<file path="src/design/sphr_pkg.sv">
/*
  Shared constants and carrier types for the two-channel peak-and-hold
  solenoid regulator. Assumes a 125 MHz system clock.
*/
package sphr_pkg;

  // System and oscillator rates
  localparam int unsigned CLK_HZ       = 125_000_000;
  localparam int unsigned FAST_HZ      = 25_000_000;
  localparam int unsigned SLOW_MHZ     = 2_048_000;   // milli-hertz, 2.048 kHz
  localparam int unsigned FAST_DIV     = CLK_HZ / FAST_HZ;
  localparam int unsigned SLOW_DIV     = int'((64'(CLK_HZ) * 1000) / SLOW_MHZ);
  localparam int unsigned SQUARE_DIV   = 64;
  localparam int unsigned STARTUP_PRE  = 4;

  // Times as printed and their tick counts
  localparam int unsigned STARTUP_US   = 2000;
  localparam int unsigned STARTUP_TICKS = (STARTUP_US * (FAST_HZ / 1_000_000)) / STARTUP_PRE;
  localparam int unsigned BLANK_NS     = 3000;
  localparam int unsigned BLANK_TICKS  = (BLANK_NS * (FAST_HZ / 1_000_000) + 999) / 1000;
  localparam int unsigned PEAK_MS      = 50;
  localparam int unsigned PEAK_TICKS   = (PEAK_MS * SLOW_MHZ + 999_999) / 1_000_000;
  localparam int unsigned BLINK_HZ     = 1;
  localparam int unsigned BLINK_HALF   = SLOW_MHZ / 1000 / BLINK_HZ / 2;
  localparam int unsigned PWM_PERIOD   = 256;         // fast ticks per chopper cycle

  localparam int unsigned SENSE_GAIN_SH = 3;          // gain of 8

  // Register file
  localparam int unsigned RF_BYTES     = 16;
  localparam logic [3:0] COIL_B_PEAK_REF_OFS = 4'h0;
  localparam logic [3:0] COIL_B_HOLD_REF_OFS = 4'h1;
  localparam logic [3:0] COIL_A_PEAK_REF_OFS = 4'h8;
  localparam logic [3:0] COIL_A_HOLD_REF_OFS = 4'h9;
  localparam logic [7:0] COIL_B_PEAK_REF_RST = 8'hfe;
  localparam logic [7:0] COIL_B_HOLD_REF_RST = 8'hc3;
  localparam logic [7:0] COIL_A_PEAK_REF_RST = 8'hda;
  localparam logic [7:0] COIL_A_HOLD_REF_RST = 8'hc4;

  typedef struct packed {
    logic       request;
    logic       fault;
    logic [7:0] sense;
  } sphr_chan_in_t;

  typedef struct packed {
    logic high_side;
    logic low_side;
    logic stage_sleep;
    logic drive_enable0;
    logic drive_enable1;
    logic status;
    logic fault_oe_n;
    logic hold;
  } sphr_chan_out_t;

endpackage

</file>
<file path="src/design/sphr_channel.sv">
/*
  One regulator channel: power stage control, reference sequencer,
  blanking timer, current comparator and chopper, fault and status.
  Expects one-cycle tick strobes from the top-level oscillators.
*/
`timescale 1ns/1ns
module sphr_channel
  import sphr_pkg::*;
(
  // Clock and reset
  input  wire logic           clk,
  input  wire logic           reset,
  // Timebase
  input  wire logic           ready,
  input  wire logic           fast_tick,
  input  wire logic           slow_tick,
  input  wire logic           blink,
  // Reference bytes
  input  wire logic [7:0]     peak_ref,
  input  wire logic [7:0]     hold_ref,
  // Pins
  input  wire sphr_chan_in_t  pin_in,
  output sphr_chan_out_t      pin_out
);

  logic        hold_q;
  logic [7:0]  peak_cnt_q;
  logic [7:0]  pwm_cnt_q;
  logic [7:0]  blank_cnt_q;
  logic        trip_q;
  logic        fault_q;
  sphr_chan_out_t out_q;

  wire         active     = pin_in.request & ready;
  wire         strobe     = active & fast_tick & (pwm_cnt_q == 8'h00);
  wire         blanking   = (blank_cnt_q != 8'h00);
  wire  [7:0]  cur_ref    = hold_q ? hold_ref : peak_ref;
  wire  [10:0] sense_amp  = {3'b000, pin_in.sense} << SENSE_GAIN_SH;
  wire         over       = sense_amp > {3'b000, cur_ref};
  wire         peak_done  = slow_tick & (peak_cnt_q == 8'(PEAK_TICKS - 1));
  wire         chop       = active & (blanking | strobe | ~(trip_q | over));

  // Peak interval then a single step to hold
  always_ff @(posedge clk)
  begin
    if (reset || !active)
    begin
      hold_q     <= 1'b0;
      peak_cnt_q <= 8'h00;
    end
    else if (!hold_q && slow_tick)
    begin
      peak_cnt_q <= peak_cnt_q + 8'h01;
      if (peak_done)
        hold_q <= 1'b1;
    end
  end

  // Chopper cycle and 3 us blanking after each strobe
  always_ff @(posedge clk)
  begin
    if (reset || !active)
    begin
      pwm_cnt_q   <= 8'h00;
      blank_cnt_q <= 8'h00;
    end
    else if (fast_tick)
    begin
      pwm_cnt_q <= pwm_cnt_q + 8'h01;
      if (strobe)
        blank_cnt_q <= 8'(BLANK_TICKS);
      else if (blanking)
        blank_cnt_q <= blank_cnt_q - 8'h01;
    end
  end

  // Trip latch; comparator ignored while blanking
  always_ff @(posedge clk)
  begin
    if (reset || !active || strobe)
      trip_q <= 1'b0;
    else if (over && !blanking)
      trip_q <= 1'b1;
  end

  always_ff @(posedge clk)
  begin
    if (reset)
    begin
      fault_q <= 1'b0;
      out_q   <= '{default: 1'b0, stage_sleep: 1'b1, fault_oe_n: 1'b1};
    end
    else
    begin
      fault_q             <= pin_in.fault;
      out_q.high_side     <= chop;
      out_q.low_side      <= 1'b0;
      out_q.stage_sleep   <= ~pin_in.request;
      out_q.drive_enable0 <= ready;
      out_q.drive_enable1 <= ready;
      out_q.status        <= fault_q ? blink : pin_in.request;
      out_q.fault_oe_n    <= ~fault_q;
      out_q.hold          <= hold_q;
    end
  end

  assign pin_out = out_q;

endmodule

</file>
<file path="src/design/sphr_top.sv">
/*
  Two-channel peak-and-hold solenoid regulator: oscillators, start-up
  delay, reference register file and two independent channels.
  Command, sense and fault inputs are synchronous to clk.
*/
`timescale 1ns/1ns
// Behaviour
// - Slow oscillator 2.048 kHz, undivided, times the peak interval.
// - Low-frequency square wave comes from slow oscillator divided by 64.
// - Both oscillators run only while a coil command is high.
// - Fast oscillator 25 MHz clocks blanking and the charge pump clock.
// - Start-up counter uses fast oscillator divided by four.
// - After reset, ready rises after about 2 ms of running fast oscillator (a coil command high); it gates power output.
// - Stage sleeps while command low; inverted command drives sleep.
// - Output drive enables follow ready only.
// - Low-side input held low; high side follows chopper only.
// - Each stage gives its own fault signal.
// - Second channel is an identical independent copy.
// - Chopper passes high drive, cut when sensed current exceeds reference.
// - Each strobe gives 3 us blanking where comparator is ignored.
// - Channel A uses byte 8 for peak, byte 9 for hold.
// - Step edge advances reference byte index by one.
// - 50 ms after enable the sequencer steps to hold.
// - Sequencer and stage run when command high after ready, stop at once.
// - Sense is multiplied by eight before comparison.
// - Channel B uses byte 0 for peak, byte 1 for hold.
// - Slow-oscillator divider makes the 1 Hz blink wave.
// - Faults registered; fault pins open-drain, status pins push-pull.
// - Status follows enable without fault, blinks 1 Hz with fault.
module sphr_top
  import sphr_pkg::*;
#(
  parameter int unsigned SLOW_DIV_P      = SLOW_DIV,
  parameter int unsigned STARTUP_TICKS_P = STARTUP_TICKS
)
(
  // Clock and reset
  input  wire logic        clk,
  input  wire logic        reset,
  // Coil A pins
  input  wire logic        coil_request_a,
  input  wire logic [7:0]  sense_a,
  input  wire logic        stage_fault_a,
  output logic             high_side_out_a,
  output logic             low_side_out_a,
  output logic             stage_sleep_a,
  output logic             output_drive_enable0_a,
  output logic             output_drive_enable1_a,
  output logic             status_out_a,
  output logic             fault_out_a,
  output logic             fault_oe_n_a,
  // Coil B pins
  input  wire logic        coil_request_b,
  input  wire logic [7:0]  sense_b,
  input  wire logic        stage_fault_b,
  output logic             high_side_out_b,
  output logic             low_side_out_b,
  output logic             stage_sleep_b,
  output logic             output_drive_enable0_b,
  output logic             output_drive_enable1_b,
  output logic             status_out_b,
  output logic             fault_out_b,
  output logic             fault_oe_n_b,
  // Shared outputs
  output logic             ready,
  output logic             charge_pump_clk,
  output logic             lf_square,
  // Reference register file port
  input  wire logic        rf_write,
  input  wire logic [3:0]  rf_addr,
  input  wire logic [7:0]  rf_wdata,
  output logic [7:0]       rf_rdata
);

  logic [7:0]  rf_q [RF_BYTES];
  logic [7:0]  rf_rdata_q;
  logic [2:0]  fast_cnt_q;
  logic        fast_tick_q;
  logic [15:0] slow_cnt_q;
  logic        slow_tick_q;
  logic [5:0]  square_cnt_q;
  logic        square_q;
  logic [9:0]  blink_cnt_q;
  logic        blink_q;
  logic [1:0]  pre_cnt_q;
  logic [15:0] startup_cnt_q;
  logic        ready_q;
  logic        pump_q;
  logic        fault_pin_q;

  sphr_chan_in_t  chan_in  [2];
  sphr_chan_out_t chan_out [2];
  logic [7:0]     peak_ref [2];
  logic [7:0]     hold_ref [2];

  // Oscillator phase restarts from zero whenever both commands drop
  wire osc_enable   = coil_request_a | coil_request_b;
  wire fast_wrap    = (fast_cnt_q == 3'(FAST_DIV - 1));
  wire slow_wrap    = (slow_cnt_q == 16'(SLOW_DIV_P - 1));
  wire startup_done = (startup_cnt_q == 16'(STARTUP_TICKS_P - 1));
  wire pre_wrap     = (pre_cnt_q == 2'(STARTUP_PRE - 1));
  wire blink_wrap   = (blink_cnt_q == 10'(BLINK_HALF - 1));
  wire square_flip  = (square_cnt_q == 6'(SQUARE_DIV / 2 - 1)) ||
                      (square_cnt_q == 6'(SQUARE_DIV - 1));
  wire [7:0] rf_pick = rf_q[rf_addr];

  // Fast oscillator as a 25 MHz tick
  always_ff @(posedge clk)
  begin
    if (reset || !osc_enable)
    begin
      fast_cnt_q  <= 3'h0;
      fast_tick_q <= 1'b0;
    end
    else
    begin
      fast_cnt_q  <= fast_wrap ? 3'h0 : fast_cnt_q + 3'h1;
      fast_tick_q <= fast_wrap;
    end
  end

  // Slow oscillator as a 2.048 kHz tick
  always_ff @(posedge clk)
  begin
    if (reset || !osc_enable)
    begin
      slow_cnt_q  <= 16'h0000;
      slow_tick_q <= 1'b0;
    end
    else
    begin
      slow_cnt_q  <= slow_wrap ? 16'h0000 : slow_cnt_q + 16'h0001;
      slow_tick_q <= slow_wrap;
    end
  end

  // Slow divided by 64; two toggles per turn of the counter
  always_ff @(posedge clk)
  begin
    if (reset)
    begin
      square_cnt_q <= 6'h00;
      square_q     <= 1'b0;
    end
    else if (slow_tick_q)
    begin
      square_cnt_q <= square_cnt_q + 6'h01;
      if (square_flip)
        square_q <= ~square_q;
    end
  end

  // 1 Hz blink wave shared by both status pins
  always_ff @(posedge clk)
  begin
    if (reset)
    begin
      blink_cnt_q <= 10'h000;
      blink_q     <= 1'b0;
    end
    else if (slow_tick_q)
    begin
      blink_cnt_q <= blink_wrap ? 10'h000 : blink_cnt_q + 10'h001;
      if (blink_wrap)
        blink_q <= ~blink_q;
    end
  end

  // Start-up delay on fast / 4; stalls while the oscillator is stopped
  always_ff @(posedge clk)
  begin
    if (reset)
    begin
      pre_cnt_q     <= 2'h0;
      startup_cnt_q <= 16'h0000;
      ready_q       <= 1'b0;
    end
    else if (fast_tick_q && !ready_q)
    begin
      pre_cnt_q <= pre_cnt_q + 2'h1;
      if (pre_wrap)
      begin
        startup_cnt_q <= startup_cnt_q + 16'h0001;
        if (startup_done)
          ready_q <= 1'b1;
      end
    end
  end

  // Charge pump clock; a registered copy of the fast tick
  always_ff @(posedge clk)
  begin
    if (reset)
      pump_q <= 1'b0;
    else
      pump_q <= fast_tick_q;
  end

  // Read port; data trails the address by one cycle
  always_ff @(posedge clk)
  begin
    if (reset)
      rf_rdata_q <= 8'h00;
    else
      rf_rdata_q <= rf_pick;
  end

  // Reference bytes, one slice per entry; all sixteen are writable
  generate
    for (genvar b = 0; b < RF_BYTES; b++)
    begin : g_rf
      logic [7:0] init_byte;
      wire        hit = rf_write && (rf_addr == 4'(b));

      // Only the four reference bytes leave reset non-zero
      always_comb
      begin
        if (4'(b) == COIL_B_PEAK_REF_OFS)
          init_byte = COIL_B_PEAK_REF_RST;
        else if (4'(b) == COIL_B_HOLD_REF_OFS)
          init_byte = COIL_B_HOLD_REF_RST;
        else if (4'(b) == COIL_A_PEAK_REF_OFS)
          init_byte = COIL_A_PEAK_REF_RST;
        else if (4'(b) == COIL_A_HOLD_REF_OFS)
          init_byte = COIL_A_HOLD_REF_RST;
        else
          init_byte = 8'h00;
      end

      always_ff @(posedge clk)
      begin
        if (reset)
          rf_q[b] <= init_byte;
        else if (hit)
          rf_q[b] <= rf_wdata;
      end
    end
  endgenerate

  // Open-drain pin value is always low; only the enable moves
  always_ff @(posedge clk)
  begin
    if (reset)
      fault_pin_q <= 1'b0;
    else
      fault_pin_q <= 1'b0;
  end

  // Byte choice per channel; index 0 is coil A
  assign peak_ref[0] = rf_q[COIL_A_PEAK_REF_OFS];
  assign hold_ref[0] = rf_q[COIL_A_HOLD_REF_OFS];
  assign peak_ref[1] = rf_q[COIL_B_PEAK_REF_OFS];
  assign hold_ref[1] = rf_q[COIL_B_HOLD_REF_OFS];

  // Pins gathered per coil
  assign chan_in[0] = '{request: coil_request_a, fault: stage_fault_a, sense: sense_a};
  assign chan_in[1] = '{request: coil_request_b, fault: stage_fault_b, sense: sense_b};

  // Independent copies, one per coil
  generate
    for (genvar c = 0; c < 2; c++)
    begin : g_chan
      sphr_channel u_chan
      (
        .clk       (clk),
        .reset     (reset),
        .ready     (ready_q),
        .fast_tick (fast_tick_q),
        .slow_tick (slow_tick_q),
        .blink     (blink_q),
        .peak_ref  (peak_ref[c]),
        .hold_ref  (hold_ref[c]),
        .pin_in    (chan_in[c]),
        .pin_out   (chan_out[c])
      );
    end
  endgenerate

  // Pin map; every field is already a flop inside the channel
  assign high_side_out_a        = chan_out[0].high_side;
  assign low_side_out_a         = chan_out[0].low_side;
  assign stage_sleep_a          = chan_out[0].stage_sleep;
  assign output_drive_enable0_a = chan_out[0].drive_enable0;
  assign output_drive_enable1_a = chan_out[0].drive_enable1;
  assign status_out_a           = chan_out[0].status;
  assign fault_oe_n_a           = chan_out[0].fault_oe_n;
  assign fault_out_a            = fault_pin_q;

  assign high_side_out_b        = chan_out[1].high_side;
  assign low_side_out_b         = chan_out[1].low_side;
  assign stage_sleep_b          = chan_out[1].stage_sleep;
  assign output_drive_enable0_b = chan_out[1].drive_enable0;
  assign output_drive_enable1_b = chan_out[1].drive_enable1;
  assign status_out_b           = chan_out[1].status;
  assign fault_oe_n_b           = chan_out[1].fault_oe_n;
  assign fault_out_b            = fault_pin_q;
  assign ready                  = ready_q;
  assign charge_pump_clk        = pump_q;
  assign lf_square              = square_q;
  assign rf_rdata               = rf_rdata_q;

endmodule
</file>
<file path="config.mk">
export PLATFORM = sky130hd
export DESIGN_NAME = sphr_top
export DESIGN_NICKNAME = d
export VERILOG_FILES = /design/src/design/sphr_pkg.sv /design/src/design/sphr_channel.sv /design/src/design/sphr_top.sv
export SDC_FILE = /design/constraint.sdc
export NUM_CORES = 1
export LEC_CHECK = 0
export ABC_CLOCK_PERIOD_IN_PS = 2200
export BUFFER_PORTS_ARGS = -buffer_cell sky130_fd_sc_hd__buf_2
export CORE_MARGIN = 8
export CORE_UTILIZATION = 55
export CTS_CLUSTER_DIAMETER = 60
export DETAILED_ROUTE_END_ITERATION = 12
export PLACE_DENSITY_LB_ADDON = 0.1
export SLEW_MARGIN = 5
export SYNTH_ARGS = -nofsm -noshare
export SYNTH_HDL_FRONTEND = slang
export SYNTH_SLANG_ARGS = --single-unit
</file>
<file path="constraint.sdc">
create_clock -name clk -period 2.2 [get_ports clk]
set_input_delay 0.11 -clock clk [delete_from_list [all_inputs] [get_ports clk]]
set_output_delay 0.11 -clock clk [all_outputs]
set_load 0.1 [all_outputs]
</file>
* Word level (Yosys, flattened, before mapping) *
Memories as Yosys holds them, arrays and structs flattened. A register that Yosys moved wholly into a read port is not among the register bits.
Index checks and enable logic that the tools add are counted.

operators by class
  $add $sub $neg = 12
  multiply operators = 0
  divide/modulo/power cells = 0
  $lt $le $gt $ge = 2
  equal/unequal tests = 24
  shift-type cells = 0
  muxes and demuxes = 75
  bitwise operators = 41
  reduce and logical (&&, ||, !) cells = 52

operator list
  cell                   number
  $mux 8                 22
  $mux 1                 52
  $add 16x1->16 const B  2
  $add 8x1->8 const B    4
  $eq 4x4->1 const B     8
  $or 1x1->1             23
  $gt 11x8->1            2
  $logic_and 1x1->1      21
  $eq 16x14->1 const B   1
  $eq 16x16->1 const B   1
  $eq 4x3->1 const B     4
  $eq 8x7->1 const B     2
  $logic_not 8->1        2
  $reduce_bool 8->1      2
  $sub 8x1->8 const B    2
  $reduce_and 2->1       7
  $add 10x1->10 const B  1
  $and 1x1->1            10
  $eq 10x10->1 const B   1
  $mux 10                1
  $eq 4x2->1 const B     2
  $logic_not 1->1        8
  $not 1->1              8
  $add 6x1->6 const B    1
  12 further kinds       19

word-level totals
  bits in registers = 122
  bits in latches = 0
  bits in writable memories = 128
  memory bits (read-only) = 0
  input port bits = 35
  output and inout bits = 27
  memories = 1

memories
  memory  depth  width  rd ports  clocked after memory_dff  wr ports  RTL line        RTL
  rf_q    16     8      5         1                         16        sphr_top.sv:75  logic [7:0] rf_q [RF_BYTES];

* Depth between registers and ports, before layout *
An unclocked memory read counts as a cell.

  depth after elaboration = 7
  mapped depth = 7
  gate-level depth less buffers = 6

* Cells and area by module *
A second synthesis with hierarchy kept.

second synthesis, totals
  cell total of the unflattened synthesis = 1070
  area total of the unflattened synthesis = 11999.0 um^2

by module, submodules not included
  module        instances  cells each  area an instance (um^2)
  sphr_top      1          714         8678.3
  sphr_channel  2          178         1660.3

* Worst setup path after synthesis *
OpenSTA, ideal clock, no wires.

  path kind = register to register
  from = register ready_q, in the netlist ready
  to = register g_chan[1].u_chan.blank_cnt_q[7]
  library setup time = 0.066 ns
  arrival time = 2.392 ns
  required time = 2.134 ns
  slack = -0.258 ns
  stages on the path, launching flop included = 6
  path buffers = 1
  clock period less this slack = 2.458 ns
  cell sequence = dfxtp_1 nand4_1 or4_1 buf_2 a2111o_1 a21oi_2

between the ends
  word-level cells in the longest chain between the ends = 5

ends and longest elaborated chain
  item                                RTL line            RTL
  start: declaration                  sphr_top.sv:87      logic ready_q;
  start signal: assignment            sphr_top.sv:176     ready_q <= 1'b0;
  start signal: assignment            sphr_top.sv:185     ready_q <= 1'b1;
  $and 1x1->1 *                       sphr_channel.sv:34  wire active = pin_in.request & ready;
  $and 1x1->1 (2 in series)           sphr_channel.sv:35  wire strobe = active & fast_tick & (pwm_cnt_q == 8'h00);
  $reduce_bool 2->1 (no source line)  --
  $reduce_and 2->1 (no source line)   --
  end signal: assignment              sphr_channel.sv:71  blank_cnt_q <= 8'(BLANK_TICKS);
  end signal: assignment              sphr_channel.sv:73  blank_cnt_q <= blank_cnt_q - 8'h01;
  end: declaration                    sphr_channel.sv:29  logic [7:0] blank_cnt_q;

Mark *: on every way between the ends. The rest lies on a longest branch, timed or not.
A chain may end at the register's enable or synchronous reset.

* Worst setup path in the final report *
  from = register g_chan[0].u_chan.blank_cnt_q[2]
  to = register g_chan[0].u_chan.blank_cnt_q[6]

between the ends
  word-level cells in the longest chain between the ends = 3

ends and longest elaborated chain
  item                                                     RTL line
  start: declaration                                       sphr_channel.sv:29
  start signal: assignment                                 sphr_channel.sv:71
  start signal: assignment                                 sphr_channel.sv:73
  $sub 8x1->8 / $reduce_bool 8->1 (equally long branches)  sphr_channel.sv:73, sphr_channel.sv:36
  $mux 8 / $reduce_bool 2->1 (equally long branches)       --
  $mux 8 / $reduce_and 2->1 (equally long branches)        --

Parallel ways exist; a longest one is shown, timed or not. The select of a mux whose other input is x is not followed.

==> impl_metrics.toml <==
[logic_synthesis]
post-synth-top-area-fraction_pct = 32.5
postSynthCellCount = 1047
synth.top_cells.by_area = "sky130_fd_sc_hd__edfxtp_1 (32%), sky130_fd_sc_hd__dfxtp_1 (22%), sky130_fd_sc_hd__mux4_2 (6.1%), sky130_fd_sc_hd__and2_1 (5.3%), sky130_fd_sc_hd__nor2_1 (3.2%)"
syn-cell-area_sq_mm = 0.0118
synthTopCellsByCount = "sky130_fd_sc_hd__dfxtp_1 (129), sky130_fd_sc_hd__edfxtp_1 (128), sky130_fd_sc_hd__nor2_1 (101), sky130_fd_sc_hd__and2_1 (100), sky130_fd_sc_hd__clkbuf_1 (47)"
netlist-cell-type-count = 58
synth-seq-area-share_pct = 54.3
synthArstFlopShare_pct = 0
synth_largest_area_cell = "sky130_fd_sc_hd__edfxtp_1"
top_flip_flop_cell_by_instance_count_after_synthesis = "sky130_fd_sc_hd__dfxtp_1"
yosysMostFrequentCell = "sky130_fd_sc_hd__dfxtp_1"
synth-edff-count = 128
register_bit_count_reported_by_yosys = 257
synth_area_per_cell_sq_um = 11.3
synth.yosys.warnings = 0

[timing]
fin_crit_ps = 2010
timing.setup.tns_ps = 0
timing.fmax_mhz = 498
slew_at_the_pin_closest_to_its_max_slew_limit_ps = 634
slew_headroom_pct = 57.3
final.hold.worst_slack_ps = 32.0
timing.final.hold_violations = 0
grt_setup_unrepaired = "false"
period_share_pct = 91.3
finalSetupViolations = 0
fin_skew_ps = 16.4
timing_max_transition_violations_final = 0

[power]
max-vdd-ir-drop_mv = 0.619
fin_total_pwr_mw = 10.9
total_leakage_power_nw = 4.87
power_density_mw_per_mm2 = 804

[detailed_routing]
antenna_violating_nets_left = 0
routed_wire_length_per_instance_um = 17.6
initial_drc_count = 607
finalWirelength_um = 25100
drc = 0
via_count = 7929
routed_via_density = 5.57
drt-pass1-iter-count = 5

[clock_network]
cts_setup_buffers = 0
cts.sink_count = 257
post_cts_hold_buffer_count = 5
cts_buffers = 30
clk_latency_ps = 540
h-tree-depth = 1
cts_buffer_depth = 3
ctsRootBufferMaster = "sky130_fd_sc_hd__clkbuf_16"
cts_repair_resize_count = 0
cts.clk_slew.worst_paths_ps = 60
clock_tree_from_tritoncts = "yes"

[floorplanning]
design.core.area_sq_mm = 0.0211
ioPinCount = 62
die_w_um = 163
core.rowCount = 53
initial_utilization_pct = 56.1
die_area_sq_mm = 0.0265
die_y_um = 163

[cells_and_area]
multi_input_area_sq_mm = 0.00507
final_layout_size_suffix_gt1_share_pct = 17.2
final_nets = 1190
fill_cells = 1673
stdcell_area_sq_mm = 0.0136
insertedDiodeCount = 0
layout.area.seq_sq_mm = 0.00643
syn2layout_area_growth_pct = 15.0

[worst_setup_path]
critical_path.max_fanout = 8
startpoint = "g_chan[0].u_chan.blank_cnt_q[2]"
critical_path.reg2reg.startpoint = "g_chan[0].u_chan.blank_cnt_q[2]"
crit_path_end_kind = "flip-flop"
critical_path_required_ps = 2610
start_kind = "flip-flop"
critPathArrivalTime_ps = 2420
timing.setup.critical_path_class = "reg2reg"

[placement]
place_congestion = 0.854
place.detailed.hpwl_um = 17400
area_after_detailed_placement_sq_mm = 0.0126
port-buffer-count = 57

[hold_path]
worst_hold_path_type = "in2reg"
min-delay-start = "sense_b[6]"

[status]
result_of_the_run = "finished, final reports clean"

[global_route]
grt_use_met1_pct = 24.8
grt-ovfl-total = 0
wire_length_of_the_first_global_routing_pass_um = 40900
first_global_vias = 7996
grt_busiest_layer = "met2"
grt.met2_usage_pct = 33.0
grt_util_met3_pct = 2.91
maximum_number_of_pins_on_one_net_before_global_route_repair = 36
initial_antenna_violation_count = 0
groute.usage.overall_pct = 19.2

[run]
cap_viol_max_count = 0
[cell families (layout without fill, tap and decap cells)]
kind of cell | after synthesis | in the layout | synth area share (%)
flops | 257 | 257 | 54.3
mux | 66 | 66 | 8.97
buf+inv | 87 | 186 | 3.02
compound gates | 109 | 109 | 5.81
fa+ha+maj | 30 | 30 | 3.17
xor+xnor | 65 | 65 | 4.81
simple gates | 432 | 432 | 19.9
other cells | 1 | 4 | 0.0317
[area by class of cell]
class | count | share of cell area, %
sequential | 257 | 47.2
tap | 275 | 2.53
timing repair buffer | 105 | 4.93
clock inverter | 3 | 0.303
inverter | 25 | 0.690
clock buffer | 53 | 7.03
multi-input combinational | 706 | 37.3
[critical path: stages, from the launching register on]
cell and delay [ps]:
sky130_fd_sc_hd__dfxtp_1 350, sky130_fd_sc_hd__or4_1 670, sky130_fd_sc_hd__o311ai_0 600, sky130_fd_sc_hd__or3_1 190
sky130_fd_sc_hd__a31oi_1 70
[flip-flops by register name, summed over array words and instances, names as in the netlist, 3 cells and up]
| name | cells |
|---|---|
| g_chan.u_chan.blank_cnt_q | 16 |
| fast_cnt_q | 3 |
| g_chan.u_chan.pin_out | 9 |
| g_chan.u_chan.peak_cnt_q | 16 |
| blink_cnt_q | 10 |
| slow_cnt_q | 16 |
| rf_rdata | 8 |
| startup_cnt_q | 16 |
| rf_q | 128 |
| square_cnt_q | 5 |
| g_chan.u_chan.pwm_cnt_q | 16 |
[metrics by stage]
step           setup WS, ps  cells  util [%]
4_1_cts                 197   1424      64.5
2_1_floorplan         -53.8   1050         -
6_report                192   1424      64.5
3_3_place_gp            269   1363      59.6
5_1_grt                56.3   1424      64.5
3_5_place_dp            208   1363      59.6
[per-layer routing]
metal / routed length [um] / vias up
li1: - / 3933
met4: 569 / 0
met5: 0 / -
met2: 12200 / 184
met3: 1330 / 39
met1: 11000 / 3773
[power by group]
part	leakage [nW]	switching, mW	internal, mW
Clock	0.491	1.85	3.03
Combinational	2.10	0.532	0.266
Sequential	2.28	0.0703	5.20
Total	4.87	2.45	8.50
[final timing paths]
check	to	slack, ps	cells after the start
max reg2reg	g_chan[0].u_chan.blank_cnt_q[6]	190	4
min	g_chan[1].u_chan.pin_out[7]	30	4
max	g_chan[0].u_chan.blank_cnt_q[6]	190	4
min reg2reg	g_chan[1].u_chan.pin_out[1]	410	1
[layout by cell type, fill, tap and decap left out, types with 7 or more instances in the layout]
| cell | count |
|---|---|
| sky130_fd_sc_hd__nand2b_1 | 7 |
| sky130_fd_sc_hd__or3_1 | 31 |
| sky130_fd_sc_hd__nand3_1 | 22 |
| sky130_fd_sc_hd__clkbuf_8 | 7 |
| sky130_fd_sc_hd__edfxtp_1 | 128 |
| sky130_fd_sc_hd__or2_2 | 8 |
| sky130_fd_sc_hd__nor3_1 | 30 |
| sky130_fd_sc_hd__ha_1 | 30 |
| sky130_fd_sc_hd__xnor2_1 | 30 |
| sky130_fd_sc_hd__and2_1 | 100 |
| sky130_fd_sc_hd__clkbuf_16 | 32 |
| sky130_fd_sc_hd__mux4_2 | 32 |
| sky130_fd_sc_hd__o22ai_1 | 8 |
| sky130_fd_sc_hd__buf_2 | 57 |
| sky130_fd_sc_hd__nor2b_1 | 7 |
| sky130_fd_sc_hd__a21oi_1 | 30 |
| sky130_fd_sc_hd__mux2i_1 | 34 |
| sky130_fd_sc_hd__nand4_1 | 24 |
| sky130_fd_sc_hd__xor2_1 | 35 |
| sky130_fd_sc_hd__dfxtp_1 | 128 |
| sky130_fd_sc_hd__clkbuf_1 | 12 |
| sky130_fd_sc_hd__nor4_1 | 13 |
| sky130_fd_sc_hd__and3_1 | 11 |
| sky130_fd_sc_hd__or4_1 | 10 |
| sky130_fd_sc_hd__buf_4 | 42 |
| sky130_fd_sc_hd__inv_1 | 25 |
| sky130_fd_sc_hd__nand2_1 | 42 |
| sky130_fd_sc_hd__nor2_1 | 101 |
| sky130_fd_sc_hd__o31ai_1 | 8 |
| sky130_fd_sc_hd__o21ai_0 | 26 |
No activity file was read; power rests on OpenSTA's default activity.
